$ cat src/rtl/pbmc_pkg.sv
package pbmc_pkg;

    localparam int CLK_PERIOD_NS         = 100;
    localparam int SRESET_TIME_NS        = 1000;
    localparam int SRESET_CYCLES         = (SRESET_TIME_NS + CLK_PERIOD_NS - 1) / CLK_PERIOD_NS;
    localparam int SRESET_CNT_W          = $clog2(SRESET_CYCLES + 1);
    localparam int COL_ON_BIT_TIMES      = 512;
    localparam int COL_OFF_BIT_TIMES     = 4;
    localparam int LOOPBACK_DEAD_TIME_US = 500;

    localparam logic [4:0] REG_BASIC_MODE_CONTROL = 5'h00;

    localparam int BIT_SOFT_RESET  = 15;
    localparam int BIT_LOOPBACK    = 14;
    localparam int BIT_SPEED_LSB   = 13;
    localparam int BIT_AN_ENABLE   = 12;
    localparam int BIT_POWER_DOWN  = 11;
    localparam int BIT_ISOLATE     = 10;
    localparam int BIT_AN_RESTART  = 9;
    localparam int BIT_FULL_DUPLEX = 8;
    localparam int BIT_COL_TEST    = 7;
    localparam int BIT_SPEED_MSB   = 6;

    localparam logic [5:0]  RESERVED_READ     = 6'h00;
    localparam logic [15:0] BMC_RESET_VALUE   = 16'h0040;
    localparam logic [15:0] UNMAPPED_READ     = 16'h0000;

    localparam logic [1:0] SPEED_10   = 2'h0;
    localparam logic [1:0] SPEED_100  = 2'h1;
    localparam logic [1:0] SPEED_1000 = 2'h2;
    localparam logic [1:0] SPEED_RSVD = 2'h3;

    localparam logic [1:0] OP_READ  = 2'h2;
    localparam logic [1:0] OP_WRITE = 2'h1;

    localparam logic [2:0] STRAP_READY = 3'h3;

    typedef enum logic [2:0] {
        FR_IDLE  = 3'b000,
        FR_START = 3'b001,
        FR_OP    = 3'b010,
        FR_PHY   = 3'b011,
        FR_REG   = 3'b100,
        FR_TA    = 3'b101,
        FR_DATA  = 3'b110
    } pbmc_frame_e;

    typedef struct packed {
        logic        valid;
        logic [4:0]  addr;
        logic [15:0] data;
    } pbmc_mgmt_wr_s;

    typedef struct packed {
        logic loopback;
        logic speed_lsb;
        logic an_enable;
        logic power_down;
        logic isolate;
        logic an_restart;
        logic full_duplex;
        logic col_test;
        logic speed_msb;
    } pbmc_ctrl_s;

    localparam pbmc_ctrl_s CTRL_RESET = '{speed_msb: 1'b1, default: 1'b0};

endpackage

$ cat src/rtl/pbmc_top.sv
`timescale 1ns/1ps
module pbmc_top (
    input  wire logic        core_clk,
    input  wire logic        rst_n,
    input  wire logic        mdc,
    input  wire logic        mdio_in,
    output logic             mdio_out,
    output logic             mdio_oe,
    input  wire logic [4:0]  phy_addr_strap,
    input  wire logic        strap_an_enable,
    input  wire logic        strap_full_duplex,
    input  wire logic        power_down_input_pin_n,
    input  wire logic        mac_tx_en,
    input  wire logic        an_restart_ack,
    output logic             soft_reset_active,
    output logic             loopback_en,
    output logic [1:0]       speed_sel,
    output logic             full_duplex,
    output logic             an_enable,
    output logic             an_restart_req,
    output logic             power_down,
    output logic             isolate_en,
    output logic             mac_col
);

    logic                                pd_s1;
    logic                                pd_s2;
    logic                                tx_s1;
    logic                                tx_s2;
    logic [6:0]                          strap_s1;
    logic [6:0]                          strap_s2;
    logic [2:0]                          strap_dly;
    logic [4:0]                          phy_addr;
    logic                                sreset_busy;
    logic [pbmc_pkg::SRESET_CNT_W-1:0]   sreset_cnt;
    pbmc_pkg::pbmc_ctrl_s                ctrl;
    pbmc_pkg::pbmc_mgmt_wr_s             wr_req;
    logic [4:0]                          rd_addr;
    logic [15:0]                         rd_data;
    logic                                strap_load;
    logic                                sreset_end;
    logic                                wr_hit;
    logic                                pd_pin_asserted;
    logic [15:0]                         wd;

    // management path is never gated by power down or isolate
    pbmc_mdio_slave u_mdio (
        .core_clk (core_clk),
        .rst_n    (rst_n),
        .mdc      (mdc),
        .mdio_in  (mdio_in),
        .phy_addr (phy_addr),
        .rd_data  (rd_data),
        .mdio_out (mdio_out),
        .mdio_oe  (mdio_oe),
        .rd_addr  (rd_addr),
        .wr_req   (wr_req)
    );

    always_ff @(posedge core_clk or negedge rst_n) begin
        if (!rst_n) begin
            pd_s1    <= 1'b1;
            pd_s2    <= 1'b1;
            tx_s1    <= 1'b0;
            tx_s2    <= 1'b0;
            strap_s1 <= 7'h00;
            strap_s2 <= 7'h00;
        end else begin
            pd_s1    <= power_down_input_pin_n;
            pd_s2    <= pd_s1;
            tx_s1    <= mac_tx_en;
            tx_s2    <= tx_s1;
            strap_s1 <= {strap_full_duplex, strap_an_enable, phy_addr_strap};
            strap_s2 <= strap_s1;
        end
    end

    assign pd_pin_asserted = ~pd_s2;
    // straps are caught only once the synchroniser holds a settled value
    assign strap_load      = (strap_dly == pbmc_pkg::STRAP_READY);
    assign sreset_end      = sreset_busy && (sreset_cnt == 1);
    assign wr_hit          = wr_req.valid && (wr_req.addr == pbmc_pkg::REG_BASIC_MODE_CONTROL) && !sreset_busy;
    assign wd              = wr_req.data;

    always_ff @(posedge core_clk or negedge rst_n) begin
        if (!rst_n) begin
            strap_dly <= 3'h0;
            phy_addr  <= 5'h00;
        end else if (sreset_end) begin
            strap_dly <= 3'h0;
        end else begin
            strap_dly <= {strap_dly[1:0], 1'b1};
            if (strap_load) begin
                phy_addr <= strap_s2[4:0];
            end
        end
    end

    always_ff @(posedge core_clk or negedge rst_n) begin
        if (!rst_n) begin
            sreset_busy <= 1'b0;
            sreset_cnt  <= '0;
        end else if (!sreset_busy) begin
            if (wr_hit && wd[pbmc_pkg::BIT_SOFT_RESET]) begin
                sreset_busy <= 1'b1;
                sreset_cnt  <= pbmc_pkg::SRESET_CNT_W'(pbmc_pkg::SRESET_CYCLES);
            end
        end else if (sreset_cnt != 0) begin
            sreset_cnt <= sreset_cnt - 1'b1;
        end else if (strap_load) begin
            sreset_busy <= 1'b0;
        end
    end

    always_ff @(posedge core_clk or negedge rst_n) begin
        if (!rst_n) begin
            ctrl <= pbmc_pkg::CTRL_RESET;
        end else if (sreset_end) begin
            ctrl <= pbmc_pkg::CTRL_RESET;
        end else begin
            if (an_restart_ack) begin
                ctrl.an_restart <= 1'b0;
            end
            if (strap_load) begin
                ctrl.an_enable   <= strap_s2[5];
                ctrl.full_duplex <= strap_s2[6];
            end else if (wr_hit) begin
                ctrl.loopback    <= wd[pbmc_pkg::BIT_LOOPBACK];
                ctrl.an_enable   <= wd[pbmc_pkg::BIT_AN_ENABLE];
                ctrl.power_down  <= wd[pbmc_pkg::BIT_POWER_DOWN];
                ctrl.isolate     <= wd[pbmc_pkg::BIT_ISOLATE];
                ctrl.full_duplex <= wd[pbmc_pkg::BIT_FULL_DUPLEX];
                ctrl.col_test    <= wd[pbmc_pkg::BIT_COL_TEST];
                if ({wd[pbmc_pkg::BIT_SPEED_MSB], wd[pbmc_pkg::BIT_SPEED_LSB]} != pbmc_pkg::SPEED_RSVD) begin
                    ctrl.speed_msb <= wd[pbmc_pkg::BIT_SPEED_MSB];
                    ctrl.speed_lsb <= wd[pbmc_pkg::BIT_SPEED_LSB];
                end
                // a written 0 never clears a pending restart; set wins over the ack
                if (wd[pbmc_pkg::BIT_AN_RESTART] && wd[pbmc_pkg::BIT_AN_ENABLE]) begin
                    ctrl.an_restart <= 1'b1;
                end
            end
            if (pd_pin_asserted) begin
                ctrl.power_down <= 1'b1;
            end
        end
    end

    always_comb begin
        rd_data = pbmc_pkg::UNMAPPED_READ;
        if (rd_addr == pbmc_pkg::REG_BASIC_MODE_CONTROL) begin
            rd_data = {sreset_busy, ctrl.loopback, ctrl.speed_lsb, ctrl.an_enable, ctrl.power_down,
                       ctrl.isolate, ctrl.an_restart, ctrl.full_duplex, ctrl.col_test, ctrl.speed_msb,
                       pbmc_pkg::RESERVED_READ};
        end
    end

    always_ff @(posedge core_clk or negedge rst_n) begin
        if (!rst_n) begin
            soft_reset_active <= 1'b0;
            loopback_en       <= 1'b0;
            speed_sel         <= pbmc_pkg::SPEED_1000;
            full_duplex       <= 1'b0;
            an_enable         <= 1'b0;
            an_restart_req    <= 1'b0;
            power_down        <= 1'b0;
            isolate_en        <= 1'b0;
        end else begin
            soft_reset_active <= sreset_busy;
            loopback_en       <= ctrl.loopback;
            an_enable         <= ctrl.an_enable;
            an_restart_req    <= ctrl.an_restart;
            power_down        <= ctrl.power_down | pd_pin_asserted;
            isolate_en        <= ctrl.isolate;
            // while negotiating, the manual bits are ignored and the last forced mode is held
            if (!ctrl.an_enable) begin
                speed_sel   <= {ctrl.speed_msb, ctrl.speed_lsb};
                full_duplex <= ctrl.full_duplex;
            end
        end
    end

    // three core cycles of latency meet both bit-time limits at 10 Mbps; at 100 Mbps they exceed the 4-bit-time off limit
    always_ff @(posedge core_clk or negedge rst_n) begin
        if (!rst_n) begin
            mac_col <= 1'b0;
        end else begin
            mac_col <= ctrl.col_test & tx_s2;
        end
    end

endmodule

$ cat src/rtl/pbmc_mdio_slave.sv
`timescale 1ns/1ps
module pbmc_mdio_slave (
    input  wire logic                    core_clk,
    input  wire logic                    rst_n,
    input  wire logic                    mdc,
    input  wire logic                    mdio_in,
    input  wire logic [4:0]              phy_addr,
    input  wire logic [15:0]             rd_data,
    output logic                         mdio_out,
    output logic                         mdio_oe,
    output logic [4:0]                   rd_addr,
    output pbmc_pkg::pbmc_mgmt_wr_s      wr_req
);

    logic                  mdc_s1;
    logic                  mdc_s2;
    logic                  mdc_s3;
    logic                  mdio_s1;
    logic                  mdio_s2;
    logic                  prev_bit;
    logic                  is_read;
    logic                  addr_match;
    logic [3:0]            cnt;
    logic [15:0]           shift;
    logic [15:0]           rd_shift;
    pbmc_pkg::pbmc_frame_e state;
    logic                  mdc_rise;
    logic                  bit_in;
    logic                  reading;

    // mdc and mdio share the same two-stage delay, so the sample stays aligned
    always_ff @(posedge core_clk or negedge rst_n) begin
        if (!rst_n) begin
            mdc_s1  <= 1'b0;
            mdc_s2  <= 1'b0;
            mdc_s3  <= 1'b0;
            mdio_s1 <= 1'b1;
            mdio_s2 <= 1'b1;
        end else begin
            mdc_s1  <= mdc;
            mdc_s2  <= mdc_s1;
            mdc_s3  <= mdc_s2;
            mdio_s1 <= mdio_in;
            mdio_s2 <= mdio_s1;
        end
    end

    assign mdc_rise = mdc_s2 & ~mdc_s3;
    assign bit_in   = mdio_s2;
    assign reading  = addr_match & is_read;

    always_ff @(posedge core_clk or negedge rst_n) begin
        if (!rst_n) begin
            state      <= pbmc_pkg::FR_IDLE;
            prev_bit   <= 1'b0;
            is_read    <= 1'b0;
            addr_match <= 1'b0;
            cnt        <= 4'h0;
            shift      <= 16'h0000;
            rd_shift   <= 16'h0000;
            rd_addr    <= 5'h00;
            mdio_out   <= 1'b0;
            mdio_oe    <= 1'b0;
            wr_req     <= '0;
        end else begin
            wr_req.valid <= 1'b0;
            if (mdc_rise) begin
                prev_bit <= bit_in;
                shift    <= {shift[14:0], bit_in};
                unique case (state)
                    pbmc_pkg::FR_IDLE: begin
                        // a high-to-low step ends preamble or idle, so suppressed preamble works too
                        if (prev_bit && !bit_in) begin
                            state <= pbmc_pkg::FR_START;
                        end
                    end
                    pbmc_pkg::FR_START: begin
                        state <= bit_in ? pbmc_pkg::FR_OP : pbmc_pkg::FR_IDLE;
                        cnt   <= 4'h0;
                    end
                    pbmc_pkg::FR_OP: begin
                        if (cnt == 4'h1) begin
                            cnt <= 4'h0;
                            if ({shift[0], bit_in} == pbmc_pkg::OP_READ || {shift[0], bit_in} == pbmc_pkg::OP_WRITE) begin
                                is_read <= ({shift[0], bit_in} == pbmc_pkg::OP_READ);
                                state   <= pbmc_pkg::FR_PHY;
                            end else begin
                                state <= pbmc_pkg::FR_IDLE;
                            end
                        end else begin
                            cnt <= cnt + 4'h1;
                        end
                    end
                    pbmc_pkg::FR_PHY: begin
                        if (cnt == 4'h4) begin
                            addr_match <= ({shift[3:0], bit_in} == phy_addr);
                            state      <= pbmc_pkg::FR_REG;
                            cnt        <= 4'h0;
                        end else begin
                            cnt <= cnt + 4'h1;
                        end
                    end
                    pbmc_pkg::FR_REG: begin
                        if (cnt == 4'h4) begin
                            rd_addr <= {shift[3:0], bit_in};
                            state   <= pbmc_pkg::FR_TA;
                            cnt     <= 4'h0;
                        end else begin
                            cnt <= cnt + 4'h1;
                        end
                    end
                    pbmc_pkg::FR_TA: begin
                        if (cnt == 4'h0) begin
                            cnt <= 4'h1;
                            if (reading) begin
                                mdio_oe  <= 1'b1;
                                mdio_out <= 1'b0;
                                rd_shift <= rd_data;
                            end
                        end else begin
                            state <= pbmc_pkg::FR_DATA;
                            cnt   <= 4'h0;
                            if (reading) begin
                                mdio_out <= rd_shift[15];
                                rd_shift <= {rd_shift[14:0], 1'b0};
                            end
                        end
                    end
                    pbmc_pkg::FR_DATA: begin
                        if (cnt == 4'hf) begin
                            mdio_oe <= 1'b0;
                            state   <= pbmc_pkg::FR_IDLE;
                            if (addr_match && !is_read) begin
                                wr_req.valid <= 1'b1;
                                wr_req.addr  <= rd_addr;
                                wr_req.data  <= {shift[14:0], bit_in};
                            end
                        end else begin
                            cnt <= cnt + 4'h1;
                            if (reading) begin
                                mdio_out <= rd_shift[15];
                                rd_shift <= {rd_shift[14:0], 1'b0};
                            end
                        end
                    end
                    default: begin
                        state <= pbmc_pkg::FR_IDLE;
                    end
                endcase
            end
        end
    end

endmodule

$ cat config.mk
export PLATFORM = sky130hd
export DESIGN_NAME = pbmc_top
export DESIGN_NICKNAME = d
export VERILOG_FILES = /design/src/rtl/pbmc_pkg.sv /design/src/rtl/pbmc_top.sv /design/src/rtl/pbmc_mdio_slave.sv
export SDC_FILE = /design/constraint.sdc
export NUM_CORES = 1
export LEC_CHECK = 0
export BUFFER_PORTS_ARGS = -buffer_cell sky130_fd_sc_hd__buf_4
export CAP_MARGIN = 20
export CELL_PAD_IN_SITES_DETAIL_PLACEMENT = 1
export CELL_PAD_IN_SITES_GLOBAL_PLACEMENT = 1
export CORE_AREA = 2 2 106 108
export CTS_CLUSTER_SIZE = 24
export DETAILED_ROUTE_END_ITERATION = 7
export DIE_AREA = 0 0 108 110
export PLACE_DENSITY = 0.87
export REMOVE_ABC_BUFFERS = 1
export SYNTH_ARGS = -nofsm -noshare
export SYNTH_HDL_FRONTEND = slang
export SYNTH_SLANG_ARGS = --single-unit
$ cat constraint.sdc
create_clock -name core_clk -period 2.1 [get_ports core_clk]
set_clock_uncertainty 0.15 [all_clocks]
set_input_delay 0 -clock core_clk [delete_from_list [all_inputs] [get_ports core_clk]]
set_output_delay 0 -clock core_clk [all_outputs]
set_load 0.02 [all_outputs]
==> impl_metrics.env <==
export IMPL_outcome="finished clean"
export IMPL_rsz0062_at_grt="yes"
export IMPL_hold_viol_final=0
export IMPL_synth_compound_area_share_pct=8.87
export IMPL_min_from="strap_s1[1]"
export IMPL_async_flop_share_pct=100
export IMPL_slowest_stage="or3_4"
export IMPL_port_buffers=25
export IMPL_p_seq_share_pct=37.8
export IMPL_antenna_found_initial=0
export IMPL_worstSetupStartpointType="flip-flop"
export IMPL_vias=3255
export IMPL_yosysMostFrequentCell="dfrtp_1"
export IMPL_netlist_top_cells_count="dfrtp_1, nand2_1, mux2_2"
export IMPL_ys_seq_area_share_pct=62.1
export IMPL_cpLargestDelayFamily="simple AND/OR/NAND/NOR gates"
export IMPL_tritoncts="yes"
export IMPL_fp_coreArea_um2=10700
export IMPL_io_pins=26
export IMPL_netlist_cell_type_count=57
export IMPL_die_h_um=110
export IMPL_synthMuxAreaShare_pct=11.0
export IMPL_period_share_pct=99.6
export IMPL_synth_xor_area_share_pct=1.29
export IMPL_ff2ff_setup_slack_ns=0.008
export IMPL_place_hpwl_um=7040
export IMPL_crit_reg2reg_launch="u_mdio.state[0]"
export IMPL_cts_buffers=17
export IMPL_grt_pass1_wl_um=18500
export IMPL_switching_share_pct=26.5
export IMPL_crit_buf_inv=1
export IMPL_drtAntennaViolNets=0
export IMPL_end_kind="flip-flop"
export IMPL_wl_per_cell_um=18.7
export IMPL_clock_path_buffers=2
export IMPL_clock_fmax_mhz=478
export IMPL_netlist_area_um2=4770
export IMPL_worstSkewPairLatency_ns=0.53
export IMPL_grt_pass1_vias=3621
export IMPL_whs_ns=0.199
export IMPL_p_switching_mw=1.78
export IMPL_die_area_um2=11900
export IMPL_relSlewSlack_pct=58.1
export IMPL_yosysTopAreaCellShare_pct=58.8
export IMPL_gp_congestion=0.850
export IMPL_p_leak_nw=3.03
export IMPL_synth_edf_count=0
export IMPL_synth_top_cell_by_area="dfrtp_1"
export IMPL_synth_area_leaders="dfrtp_1, mux2_2, nand2_1, dfstp_2, a22o_1"
export IMPL_critPathLaunch="u_mdio.state[0]"
export IMPL_power_internal_mw=4.94
export IMPL_grt_max_degree=51
export IMPL_n_fill_cell=1096
export IMPL_fin_crit_ns=2.09
export IMPL_ir_drop_mv=0.754
export IMPL_maxSlewViolCount=0
export IMPL_crit_required_ns=2.36
export IMPL_finalNetCount=485
export IMPL_syn_avg_cell_area_um2=12.6
export IMPL_place_ws_ns=-0.162
export IMPL_cp_arrival_ns=2.35
export IMPL_clock_sinks=118
export IMPL_start_util_pct=44.6
export IMPL_cap_viol_max_count=0
export IMPL_synth_adder_area_share_pct=1.57
export IMPL_ys_ff_latch=118
export IMPL_die_w_um=108
export IMPL_p_comb_share_pct=17.4
export IMPL_synth_top_family_by_area="simple AND/OR/NAND/NOR gates"
export IMPL_cp_cell_sequence="and3b_4, nand4_1, or3_4, buf_12, mux2_4"
export IMPL_power_density_nw_per_um2=1060
export IMPL_ys_flop_type="dfrtp_1"
export IMPL_cpPeakStageDelay_ns=0.43
export IMPL_pwr_share_clk_pct=44.8
export IMPL_antennaDiodeCount=0
export IMPL_final_core_util_pct=59.1
export IMPL_drt_iter0_drc=111
export IMPL_worstMarginPinSlew_ns=0.623
export IMPL_setup_viol=0
export IMPL_htree_num_levels=4
export IMPL_placed_cells=555
export IMPL_setup_ws_ns=0.00755
export IMPL_syn_inst=377
export IMPL_drive_gt1_share_pct=32.8
export IMPL_final_cells=618
export IMPL_yosysWarningCount=0
export IMPL_path_class="flip-flop to flip-flop"
export IMPL_wl_um=11600
export IMPL_drc=0
export IMPL_dr_pass1_iters=6
export IMPL_path_max_fanout=16
export IMPL_num_rows=38
export IMPL_grt_overflow=0
export IMPL_area_growth_pct=32.6
export IMPL_hp_class="flip-flop to flip-flop"
export IMPL_clk_pin_slew_worst_paths_ns=0.06
export IMPL_cts_root_buf="clkbuf_8"
export IMPL_track_usage_pct=21.3
export IMPL_viasPerCell=5.27
export IMPL_synthSimpleGateAreaFrac_pct=11.9
==> through the flow <==
step	power, mW	TNS, ns	cell area (um2)
after global placement	3.37	0	5280
after floorplan	3.00	-6.78	4670
after CTS	6.67	-0.000707	6220
after global routing	7.00	-0.949	6320
final	6.72	0	6320
after detailed placement	3.45	-0.228	5280
==> timing repair <==
action | CTS | global route
setup buffers | 1 | 2
setup endpoints to repair | 12 | 33
hold buffers | 26 | 0
gates cloned | 1 | 0
endpoints found under the hold margin | 130 | 0
pin swaps | 3 | 5
gates resized for setup | 12 | 18
==> power groups by stage <==
stage | registers [mW] | logic, mW | clock network [mW]
2_1_floorplan | 2.56 | 0.448 | 0
3_3_place_gp | 2.55 | 0.823 | 0
3_5_place_dp | 2.57 | 0.885 | 0
4_1_cts | 2.53 | 1.07 | 3.08
5_1_grt | 2.55 | 1.28 | 3.17
6_report | 2.54 | 1.17 | 3.01
==> per-layer routing <==
metal	vias to the layer above	wire length (um)	track usage (%)
li1	1496	-	-
met1	1681	4540	23.7
met2	57	6390	38.3
met3	21	372	5.82
met4	0	261	9.16
met5	-	0	0
==> cell families after synthesis <==
kind of cell    Yosys count
compound gates           57
xor+xnor                  7
fa+ha+maj                 6
buf+inv                  31
flops                   118
mux                      44
simple gates            114
==> layout by cell type, fill, tap and decap left out, types with 10 or more instances in the layout <==
| cell type | synthesis | routed |
|---|---|---|
| inv_1 | 15 | 13 |
| mux2_4 | 9 | 16 |
| clkbuf_16 | 0 | 16 |
| mux2_2 | 32 | 25 |
| dlygate4sd3_1 | 0 | 26 |
| buf_4 | 0 | 52 |
| nand2_1 | 57 | 57 |
| o21ai_0 | 10 | 10 |
| dfrtp_1 | 112 | 110 |
| a22o_1 | 17 | 17 |
==> state kept, by name, indices dropped and copies added, names as in the netlist, 2 cells and up <==
register         cells
phy_addr             5
u_mdio.rd_addr       5
strap_s1             7
strap_dly            3
u_mdio.cnt           4
speed_sel            2
ctrl                 9
u_mdio.wr_req       16
sreset_cnt           4
u_mdio.rd_shift     16
u_mdio.shift        15
u_mdio.state         3
strap_s2             7
==> path summary, 6_finish.rpt <==
| path | depth (start not counted) | end |
|---|---|---|
| min in group asynchronous | 3 | u_mdio.state[1] |
| max in group asynchronous | 4 | ctrl[0] |
| worst min register to register | 0 | strap_s2[1] |
| worst max-delay path | 5 | u_mdio.wr_req[6] |
| worst max register to register | 5 | u_mdio.wr_req[6] |
| worst min-delay path | 0 | strap_s2[1] |
==> cell type report <==
type	count	area, um2	area share [%]
Sequential cell	118	2960	46.9
Multi-Input combinational cell	228	1760	27.8
Timing Repair Buffer	84	748	11.8
Clock buffer	19	442	6.99
Clock inverter	13	176	2.79
Tap cell	140	175	2.77
Inverter	16	60.1	0.950
Note: power is estimated with default switching activity, not from simulation.
